[config.mk]
export PLATFORM = sky130hd
export DESIGN_NAME = sfs_supervisor
export DESIGN_NICKNAME = d
export VERILOG_FILES = /design/src/shared/sfs_pkg.sv /design/src/hw/sfs_fault_latch.sv /design/src/hw/sfs_supervisor.sv
export SDC_FILE = /design/constraint.sdc
export NUM_CORES = 2
export LEC_CHECK = 0
export BUFFER_PORTS_ARGS = -buffer_cell sky130_fd_sc_hd__buf_2
export CAP_MARGIN = 25
export CORE_ASPECT_RATIO = 1.25
export CORE_MARGIN = 2
export CORE_UTILIZATION = 45
export DETAILED_ROUTE_END_ITERATION = 8
export GPL_ROUTABILITY_DRIVEN = 0
export PLACE_DENSITY_LB_ADDON = 0.05
export SETUP_SLACK_MARGIN = 0.4
export SYNTH_ARGS = -nofsm -noshare
export SYNTH_HDL_FRONTEND = slang
export SYNTH_SLANG_ARGS = --single-unit
[constraint.sdc]
create_clock -name clk -period 21 [get_ports clk]
set_input_delay 6.3 -clock clk [delete_from_list [all_inputs] [get_ports clk]]
set_output_delay 6.3 -clock clk [all_outputs]
set_load 0.005 [all_outputs]
[src/shared/sfs_pkg.sv]
// sfs_pkg: constants for the servo fault supervisor.
// assumes one drive clock; used by hw/sfs_*.sv.
package sfs_pkg;
  // ************
  // fault slots
  // ************
  localparam int NFAULT   = 18;
  localparam int F_OC     = 0;
  localparam int F_OV     = 1;
  localparam int F_UV     = 2;
  localparam int F_CSENS  = 3;
  localparam int F_ENC    = 4;
  localparam int F_NVM    = 5;
  localparam int F_PHASE  = 6;
  localparam int F_ICOMM  = 7;
  localparam int F_ISTEP  = 8;
  localparam int F_OT     = 9;
  localparam int F_OS     = 10;
  localparam int F_POSERR = 11;
  localparam int F_SOFTLM = 12;
  localparam int F_HOMECF = 13;
  localparam int F_DIDUP  = 14;
  localparam int F_NOHOME = 15;
  localparam int F_STO    = 16;
  localparam int F_STARTM = 17;
  // decimal fault numbers, one per slot
  localparam logic [15:0] CODE_TAB [NFAULT] = '{
    16'h0064, 16'h0066, 16'h0067, 16'h0068, 16'h0069, 16'h006A,
    16'h006B, 16'h006C, 16'h006D, 16'h0075, 16'h00CA, 16'h00CB,
    16'h00CF, 16'h00C8, 16'h00C9, 16'h00CD, 16'h0082, 16'h0083};
  // ************
  // register map
  // ************
  localparam logic [7:0] ADDR_CTRL    = 8'h00;
  localparam logic [7:0] ADDR_MASK    = 8'h04;
  localparam logic [7:0] ADDR_OC_THR  = 8'h08;
  localparam logic [7:0] ADDR_RATED_V = 8'h0C;
  localparam logic [7:0] ADDR_OT_THR  = 8'h10;
  localparam logic [7:0] ADDR_OS_THR  = 8'h14;
  localparam logic [7:0] ADDR_RATED_S = 8'h18;
  localparam logic [7:0] ADDR_PE_LIM  = 8'h1C;
  localparam logic [7:0] ADDR_SOFT_LO = 8'h20;
  localparam logic [7:0] ADDR_SOFT_HI = 8'h24;
  localparam logic [7:0] ADDR_PH_TOL  = 8'h28;
  localparam logic [7:0] ADDR_IC_TEST = 8'h2C;
  localparam logic [7:0] ADDR_IC_CHK  = 8'h30;
  localparam logic [7:0] ADDR_STATUS  = 8'h3C;
  localparam logic [7:0] ADDR_CODE    = 8'h40;
  localparam logic [7:0] ADDR_CLEAR   = 8'h44;
  localparam logic [7:0] ADDR_DI_FN   = 8'h80;
  // control fields and mask bit
  localparam int CTRL_CLASS380 = 0;
  localparam int CTRL_SOFTLIM  = 1;
  localparam int CTRL_REDWIRE  = 2;
  localparam int MASK_OC_BIT   = 1;
  localparam int CLEAR_BIT     = 0;
  // reset values
  localparam logic [15:0] RST_OC_THR  = 16'h012C;
  localparam logic [15:0] RST_RATED_V = 16'h00DC;
  localparam logic [15:0] RST_OT_THR  = 16'h0055;
  localparam logic [15:0] RST_OS_THR  = 16'h0078;
  localparam logic [15:0] RST_RATED_S = 16'h0BB8;
  // ************
  // limits
  // ************
  localparam logic [15:0] OV_220   = 16'h01A4;
  localparam logic [15:0] OV_380   = 16'h02EE;
  localparam int          UV_K1    = 1414;
  localparam int          UV_K2    = 700;
  localparam int          UV_SCALE = 1000;
  localparam logic [15:0] STEP_PCT = 16'h0032;
  localparam logic [15:0] PCT_FULL = 16'h0064;
  localparam logic [7:0]  HOME_FN  = 8'h22;
  localparam logic [7:0]  STO_FN   = 8'h4B;
  // power-on current check states
  typedef enum logic [1:0] {
    SFS_PON_CHECK = 2'b01,
    SFS_PON_DONE  = 2'b10
  } sfs_pon_t;
endpackage : sfs_pkg

[src/hw/sfs_fault_latch.sv]
// sfs_fault_latch: sticky fault bits and first fault code.
// assumes events are one-cycle or level, clear from regs.
`timescale 1ns/10ps
`default_nettype none
module sfs_fault_latch
  import sfs_pkg::*;
(
  input  wire logic              clk,
  input  wire logic              srst,
  input  wire logic [NFAULT-1:0] fault_ev,
  input  wire logic              clear,
  output logic      [NFAULT-1:0] status_q,
  output logic                   any_q,
  output logic      [15:0]       code_q
);
  logic [15:0] pick;     // code of lowest new event
  logic        hit;      // any new event this cycle
  // ************
  // priority pick
  // ************
  always_comb begin
    pick = 16'h0000;
    hit  = |fault_ev;
    for (int i = NFAULT - 1; i >= 0; i--) begin
      if (fault_ev[i]) begin
        pick = CODE_TAB[i];
      end
    end
  end
  // sticky bits, set beats clear
  always_ff @(posedge clk) begin
    if (srst) begin
      status_q <= '0;
    end else if (clear) begin
      status_q <= fault_ev;
    end else begin
      status_q <= status_q | fault_ev;
    end
  end
  // first code held until clear
  always_ff @(posedge clk) begin
    if (srst) begin
      any_q  <= 1'b0;
      code_q <= 16'h0000;
    end else if (clear || !any_q) begin
      any_q  <= hit;
      code_q <= pick;
    end
  end
endmodule : sfs_fault_latch
`default_nettype wire

[src/hw/sfs_supervisor.sv]
// sfs_supervisor: servo fault supervisor top with registers.
// assumes measurements synchronous to clk, one drive clock.
`timescale 1ns/10ps
`default_nettype none
module sfs_supervisor
  import sfs_pkg::*;
#(
  parameter int NUM_DI = 8,  // digital inputs
  parameter int PH_W   = 12  // phase width
)
(
  input  wire logic              clk,
  input  wire logic              srst,
  input  wire logic [7:0]        addr,
  input  wire logic [31:0]       wr_data,
  input  wire logic              wr_en,
  input  wire logic              rd_en,
  output logic      [31:0]       rd_data,
  input  wire logic [15:0]       current_percent_meas,
  input  wire logic              current_sample_valid,
  input  wire logic              relay_closed,
  input  wire logic [15:0]       bus_voltage_meas,
  input  wire logic [15:0]       drive_temperature_meas,
  input  wire logic [15:0]       speed_actual,
  input  wire logic [31:0]       position_error_meas,
  input  wire logic [31:0]       encoder_position,
  input  wire logic              encoder_fail,
  input  wire logic              encoder_connected,
  input  wire logic [PH_W-1:0]   hall_phase,
  input  wire logic [PH_W-1:0]   encoder_phase,
  input  wire logic              phase_valid,
  input  wire logic              nvm_verify_valid,
  input  wire logic [31:0]       nvm_wr_value,
  input  wire logic [31:0]       nvm_rd_value,
  input  wire logic [NUM_DI-1:0] di_level,
  input  wire logic              home_start,
  input  wire logic              home_done,
  input  wire logic              abs_move_cmd,
  input  wire logic              motion_startup,
  output logic                   fault_active,
  output logic      [15:0]       fault_code,
  output logic      [NFAULT-1:0] fault_status
);
  localparam int NDIREG = (NUM_DI + 3) / 4; // slot words

  // ************
  // registers
  // ************
  logic [2:0]  ctrl_q;           // class, soft limit, wire
  logic [15:0] fault_mask_bits;  // suppress bits
  logic [15:0] overcurrent_threshold;
  logic [15:0] rated_voltage_setting;
  logic [15:0] overheat_threshold;
  logic [15:0] overspeed_threshold;
  logic [15:0] rated_speed_q;    // speed for 100 percent
  logic [31:0] position_error_limit;
  logic [31:0] soft_lo_q;        // signed lower bound
  logic [31:0] soft_hi_q;        // signed upper bound
  logic [PH_W-1:0] phase_tol_q;  // allowed phase gap
  logic [31:0] icomm_test_q;     // processor test word
  logic [NUM_DI*8-1:0] slots_q;  // input_function_slot
  logic        soft_limit_enable;
  logic        wr_clear;         // clear strobe
  logic [31:0] rd_d;             // read mux
  logic [NFAULT-1:0] fault_ev;   // this cycle events

  // ************
  // helpers
  // ************
  // inputs carrying a given function
  function automatic logic [NUM_DI-1:0] func_match(
    input logic [NUM_DI*8-1:0] slots,
    input logic [7:0]          fn
  );
    logic [NUM_DI-1:0] m;
    m = '0;
    for (int i = 0; i < NUM_DI; i++) begin
      m[i] = (slots[i*8 +: 8] == fn);
    end
    return m;
  endfunction : func_match

  // write hit on one address
  function automatic logic wr_hit(
    input logic       we,
    input logic [7:0] a,
    input logic [7:0] ref_a
  );
    return we && (a == ref_a);
  endfunction : wr_hit

  assign soft_limit_enable = ctrl_q[CTRL_SOFTLIM];
  assign wr_clear = wr_hit(wr_en, addr, ADDR_CLEAR) && wr_data[CLEAR_BIT];

  // config register writes
  always_ff @(posedge clk) begin
    if (srst) begin
      ctrl_q                <= 3'h0;
      fault_mask_bits       <= 16'h0000;
      overcurrent_threshold <= RST_OC_THR;
      rated_voltage_setting <= RST_RATED_V;
      overheat_threshold    <= RST_OT_THR;
      overspeed_threshold   <= RST_OS_THR;
      rated_speed_q         <= RST_RATED_S;
      position_error_limit  <= 32'h0000_0000;
      soft_lo_q             <= 32'h0000_0000;
      soft_hi_q             <= 32'h0000_0000;
      phase_tol_q           <= '0;
      icomm_test_q          <= 32'h0000_0000;
    end else if (wr_en) begin
      case (addr)
        ADDR_CTRL:    ctrl_q                <= wr_data[2:0];
        ADDR_MASK:    fault_mask_bits       <= wr_data[15:0];
        ADDR_OC_THR:  overcurrent_threshold <= wr_data[15:0];
        ADDR_RATED_V: rated_voltage_setting <= wr_data[15:0];
        ADDR_OT_THR:  overheat_threshold    <= wr_data[15:0];
        ADDR_OS_THR:  overspeed_threshold   <= wr_data[15:0];
        ADDR_RATED_S: rated_speed_q         <= wr_data[15:0];
        ADDR_PE_LIM:  position_error_limit  <= wr_data;
        ADDR_SOFT_LO: soft_lo_q             <= wr_data;
        ADDR_SOFT_HI: soft_hi_q             <= wr_data;
        ADDR_PH_TOL:  phase_tol_q           <= wr_data[PH_W-1:0];
        ADDR_IC_TEST: icomm_test_q          <= wr_data;
        default: ;                          // others elsewhere
      endcase
    end
  end

  // input function slots, four per word
  generate
    for (genvar g = 0; g < NUM_DI; g++) begin : g_slot
      localparam logic [7:0] SLOT_A = ADDR_DI_FN + 8'((g / 4) * 4);
      always_ff @(posedge clk) begin
        if (srst) begin
          slots_q[g*8 +: 8] <= 8'h00;
        end else if (wr_hit(wr_en, addr, SLOT_A)) begin
          slots_q[g*8 +: 8] <= wr_data[(g % 4)*8 +: 8];
        end
      end
    end
  endgenerate

  // read mux
  always_comb begin
    rd_d = 32'h0000_0000;
    case (addr)
      ADDR_CTRL:    rd_d = {29'h0, ctrl_q};
      ADDR_MASK:    rd_d = {16'h0, fault_mask_bits};
      ADDR_OC_THR:  rd_d = {16'h0, overcurrent_threshold};
      ADDR_RATED_V: rd_d = {16'h0, rated_voltage_setting};
      ADDR_OT_THR:  rd_d = {16'h0, overheat_threshold};
      ADDR_OS_THR:  rd_d = {16'h0, overspeed_threshold};
      ADDR_RATED_S: rd_d = {16'h0, rated_speed_q};
      ADDR_PE_LIM:  rd_d = position_error_limit;
      ADDR_SOFT_LO: rd_d = soft_lo_q;
      ADDR_SOFT_HI: rd_d = soft_hi_q;
      ADDR_PH_TOL:  rd_d = 32'(phase_tol_q);
      ADDR_IC_TEST: rd_d = icomm_test_q;
      ADDR_STATUS:  rd_d = 32'(fault_status);
      ADDR_CODE:    rd_d = {15'h0, fault_active, fault_code};
      default: begin
        // slot words, unmapped reads zero
        for (int w = 0; w < NDIREG; w++) begin
          if (addr == ADDR_DI_FN + 8'(w * 4)) begin
            for (int b = 0; b < 4; b++) begin
              if (w * 4 + b < NUM_DI) begin
                rd_d[b*8 +: 8] = slots_q[(w*4+b)*8 +: 8];
              end
            end
          end
        end
      end
    endcase
  end

  // read data only in the cycle after the strobe
  always_ff @(posedge clk) begin
    if (srst) begin
      rd_data <= 32'h0000_0000;
    end else if (rd_en) begin
      rd_data <= rd_d;
    end else begin
      rd_data <= 32'h0000_0000;
    end
  end

  // ************
  // sequence state
  // ************
  sfs_pon_t    pon_q;       // power-on check state
  logic        homed_q;     // a return to home finished
  logic [15:0] prev_cur_q;  // last current sample
  logic        prev_ok_q;   // prev_cur_q holds a sample

  // power-on current check until relay closes
  always_ff @(posedge clk) begin
    if (srst) begin
      pon_q <= SFS_PON_CHECK;
    end else begin
      case (pon_q)
        SFS_PON_CHECK: begin
          if (relay_closed) begin
            pon_q <= SFS_PON_DONE;
          end
        end
        SFS_PON_DONE: pon_q <= SFS_PON_DONE;
        default:      pon_q <= SFS_PON_CHECK;
      endcase
    end
  end

  // homing done memory
  always_ff @(posedge clk) begin
    if (srst) begin
      homed_q <= 1'b0;
    end else if (home_done) begin
      homed_q <= 1'b1;
    end
  end

  // previous current sample
  always_ff @(posedge clk) begin
    if (srst) begin
      prev_cur_q <= 16'h0000;
      prev_ok_q  <= 1'b0;
    end else if (current_sample_valid) begin
      prev_cur_q <= current_percent_meas;
      prev_ok_q  <= 1'b1;
    end
  end

  // ************
  // detection
  // ************
  logic [47:0] uv_lhs;           // scaled bus voltage
  logic [47:0] uv_rhs;           // scaled rated * factors
  logic [31:0] spd_pct_x;        // speed * 100
  logic [31:0] spd_lim_x;        // threshold * rated
  logic [15:0] cur_diff;         // sample step size
  logic [PH_W-1:0] ph_diff;      // wrapped phase gap
  logic [NUM_DI-1:0] home_hits;  // inputs with home fn
  logic [NUM_DI-1:0] sto_hits;   // inputs with alarm fn
  logic        dup_fn;           // duplicated function

  assign uv_lhs = 48'(bus_voltage_meas) * 48'(UV_SCALE * UV_SCALE);
  assign uv_rhs = 48'(rated_voltage_setting) * 48'(UV_K1 * UV_K2);
  assign spd_pct_x = 32'(speed_actual) * 32'(PCT_FULL);
  assign spd_lim_x = 32'(overspeed_threshold) * 32'(rated_speed_q);
  assign home_hits = func_match(slots_q, HOME_FN);
  assign sto_hits  = func_match(slots_q, STO_FN);

  // absolute step and phase gap
  always_comb begin
    cur_diff = (current_percent_meas >= prev_cur_q)
             ? (current_percent_meas - prev_cur_q)
             : (prev_cur_q - current_percent_meas);
    ph_diff = hall_phase - encoder_phase;
    if (ph_diff[PH_W-1]) begin
      ph_diff = PH_W'(0) - ph_diff; // shortest way round
    end
  end

  // duplicated nonzero function across inputs
  always_comb begin
    dup_fn = 1'b0;
    for (int i = 0; i < NUM_DI; i++) begin
      for (int j = i + 1; j < NUM_DI; j++) begin
        if (slots_q[i*8 +: 8] != 8'h00 &&
            slots_q[i*8 +: 8] == slots_q[j*8 +: 8]) begin
          dup_fn = 1'b1;
        end
      end
    end
  end

  // per-fault events this cycle
  always_comb begin
    fault_ev = '0;
    fault_ev[F_OC] = (current_percent_meas > overcurrent_threshold)
                   && !fault_mask_bits[MASK_OC_BIT];
    fault_ev[F_OV] = ctrl_q[CTRL_CLASS380]
                   ? (bus_voltage_meas > OV_380)
                   : (bus_voltage_meas > OV_220);
    fault_ev[F_UV] = (uv_lhs < uv_rhs);
    fault_ev[F_CSENS] = (pon_q == SFS_PON_CHECK) && !relay_closed
                      && current_sample_valid
                      && (current_percent_meas != 16'h0000);
    fault_ev[F_ENC] = encoder_fail || !encoder_connected;
    fault_ev[F_NVM] = nvm_verify_valid
                    && (nvm_wr_value != nvm_rd_value);
    fault_ev[F_PHASE] = phase_valid && (ph_diff > phase_tol_q);
    fault_ev[F_ICOMM] = wr_hit(wr_en, addr, ADDR_IC_CHK)
                      && (wr_data != icomm_test_q);
    fault_ev[F_ISTEP] = current_sample_valid && prev_ok_q
                      && (cur_diff >= STEP_PCT);
    fault_ev[F_OT] = drive_temperature_meas > overheat_threshold;
    fault_ev[F_OS] = spd_pct_x > spd_lim_x;
    fault_ev[F_POSERR] = (position_error_limit != 32'h0000_0000)
                       && (position_error_meas > position_error_limit);
    fault_ev[F_SOFTLM] = soft_limit_enable
                       && (($signed(encoder_position) < $signed(soft_lo_q))
                       || ($signed(encoder_position) > $signed(soft_hi_q)));
    fault_ev[F_HOMECF] = home_start && !(|home_hits);
    fault_ev[F_DIDUP]  = dup_fn;
    fault_ev[F_NOHOME] = abs_move_cmd && !homed_q;
    fault_ev[F_STO]    = |(sto_hits & di_level);
    fault_ev[F_STARTM] = ctrl_q[CTRL_REDWIRE] && motion_startup
                       && (speed_actual != 16'h0000);
  end

  // ************
  // fault latch
  // ************
  sfs_fault_latch u_latch (
    .clk      (clk),
    .srst     (srst),
    .fault_ev (fault_ev),
    .clear    (wr_clear),
    .status_q (fault_status),
    .any_q    (fault_active),
    .code_q   (fault_code)
  );
endmodule : sfs_supervisor
`default_nettype wire

==> metrics.txt <==
Slowest cell on crit path fa_1; CP required between 20000 and 25000 ps; Final Hold Violating Endpoints 0; Tightest Pin Transition ~1100 ps; Mapped Cells ~5500; FF/Latch Area about 7600 um2; CP Launch Point bus_voltage_meas[2]; Finished Core Util between 40% and 50%; status finished clean; Final period util between 60% and 70%; launch point of the worst reg-to-reg path rated_speed_q[2]; most common cell after layout, fill and taps aside nand2_1; Wirelength per Cell between 20 and 25 um; detailed-router iteration count before antenna repair 5; Multi-input gate area roughly 33000 um2; CTS buffer count slightly above 40; EDFF count, synth 0; critical path fanouts, max 10; Setup TNS 0 ps; kind of critical path in -> reg; Total Routing Usage GR a little under a third; mean post-synth cell area about 8.2 um2; initial antenna violation count 5; Ys Warns 0; Worst R2R Setup Slack 11810 ps; Post-DRT Antenna Nets 0; Worst EP arrival ~14000 ps; Final Skew ~23 ps; nets@finish about 6900; Max Slew Vio Count 0; row count between 100 and 150; total gr overflow 0; drt drc 0; simple-gate share of the synthesized area 16.4%; max frequency roughly 77 MHz; Synth Area in Compound Gates 14.9%; CTS tree built; Post-CTS Hold Fix Bufs 0; fill cell count 9852; clk sinks 382; vias slightly below 40000; largest net degree at the start of global routing around 200; Seq/Total Area, Yosys 17.1%; CP max stage delay just under 600 ps; placed cell area 47300 um2; synth unique cells 84; mux contribution to synthesized area less than 1%; Max clock buf depth 3; Lkg Pwr between 20 and 25 nW; Die ar. 102000 um2; first-pass GRT wire length roughly 240000 um; RSZ-0062 raised after global routing false; Synth Flop Type dfxtp_1; number of global-route vias before repair between 30000 and 40000; Mapped Area about 45000 um2; Reg2Reg Depth 29; Final Cell Area between 40000 and 50000 um2; Crit. End Element flip-flop; Post-Synth Adder-Cell Area roughly 34%; flops & latches, synth roughly 380; commonest non-fill, non-tap cells in the layout nand2_1 (872), inv_1 (707), ha_1 (668); dpl hpwl 123000 um; # H-tree levels 2; largest family of logic cells by synthesized area adder cells; area added between synthesis and finish 8.91%; Max Cap Viol 0; hold depth 2; Setup Buffers After CTS 0; initial core utilization roughly 45%; number of port buffers around 340; via/cell ratio about 5.7; Tot Pwr ~2.7 mW; Ports ~350; XOR/XNOR Fraction of Synth Area 7.96%; total core area 98800 um2; Die H ~360 um; Fin Hold WS 457 ps; Final setup viols 0; clk_lat worst skew 620 ps; relative slew slack between 20 and 30%; PD cells ~56 nW/um2; CP endpoint u_latch.code_q[7]; clock-pin slew of the registers on the worst-case setup and hold paths around 70 ps; Period minus WS final 13010 ps; Starting DRT DRC Count approximately 3300; worst r2r dst u_latch.code_q[2]; CTS root buf clkbuf_16; Async SR Flop Fraction 0%; share of layout cells above drive strength 1 under 10%; Worst VDD drop just over 0.06 mV; final WL 159000 um; Post-CTS Resized 0; Crit path top cell by count fa_1; startpoint types primary input; Die Wd 286 um; hold crit path type reg -> reg
## sequential cells by signal (all words and copies together) (netlist names)
register,flops
u_latch.status_q,18
fault_mask_bits,16
position_error_limit,32
icomm_test_q,32
ctrl_q,3
slots_q,64
soft_hi_q,32
pon_q,2
u_latch.any_q,1
rated_speed_q,16
phase_tol_q,12
overcurrent_threshold,16
u_latch.code_q,8
soft_lo_q,32
rd_data,32
rated_voltage_setting,16
prev_cur_q,16
overspeed_threshold,16
prev_ok_q,1
homed_q,1
overheat_threshold,16
## final cells by class
class	instances	area share, %
multi-input combinational	4104	68.4
sequential	382	15.7
inverter	707	5.44
timing repair buffer	376	4.12
tap	1310	3.36
clock buffer	52	2.31
clock inverter	24	0.695
antenna	7	0.0359
## worst max-delay path, delay by kind of cell
family	cells	cell delay, ps
simple gates	4	1170
fa+ha+maj	8	3470
xor+xnor	1	140
compound gates	10	2110
buf+inv	3	340
## cell families after synthesis
kind of cell / Yosys count
adder cells (fa/ha/maj): 1021
multiplexers: 28
AND/OR/NAND/NOR: 1600
flip-flops: 382
AO/OA/AOI/OAI: 1040
other: 1
buffers and inverters: 1015
XOR/XNOR: 407
## worst min path at each step
stage	slack, ps	startpoint	end
3_3_place_gp	440	homed_q	homed_q
5_1_grt	480	fault_mask_bits[10]	fault_mask_bits[10]
6_report	460	fault_mask_bits[4]	fault_mask_bits[4]
2_1_floorplan	430	homed_q	homed_q
4_1_cts	460	fault_mask_bits[4]	fault_mask_bits[4]
3_5_place_dp	450	fault_mask_bits[7]	fault_mask_bits[7]
## synth_stat cells, types with 101 or more instances
| cell | number | area [um2] |
|---|---|---|
| o21ai_0 | 101 | 505 |
| nand2_1 | 872 | 3270 |
| nor2_1 | 174 | 653 |
| dfxtp_1 | 382 | 7650 |
| ha_1 | 668 | 8360 |
| clkbuf_1 | 271 | 1020 |
| and2_1 | 128 | 801 |
| fa_1 | 353 | 7070 |
| inv_1 | 707 | 2650 |
| a21oi_1 | 452 | 2260 |
| xnor2_1 | 223 | 1950 |
| xor2_1 | 184 | 1610 |
## metal layers
layer  global-route usage [%]  routed length, um
met1                     39.5              65500
met2                     51.1              74700
met3                     4.00              10300
met4                     14.3               8510
met5                        0                 28
## where the power goes
group	total [mW]	internal (mW)	switching, mW
Combinational	1.16	0.510	0.651
Sequential	0.747	0.734	0.0136
Clock	0.811	0.462	0.349
Total	2.72	1.71	1.01
## through the flow
stage          cells  worst slack (ps)
2_1_floorplan   5501              8360
3_3_place_gp    6878              7350
3_5_place_dp    6879              7360
4_1_cts         6955              7950
5_1_grt         6955              7380
6_report        6962              7990
Note: power is estimated with default switching activity, not from simulation.
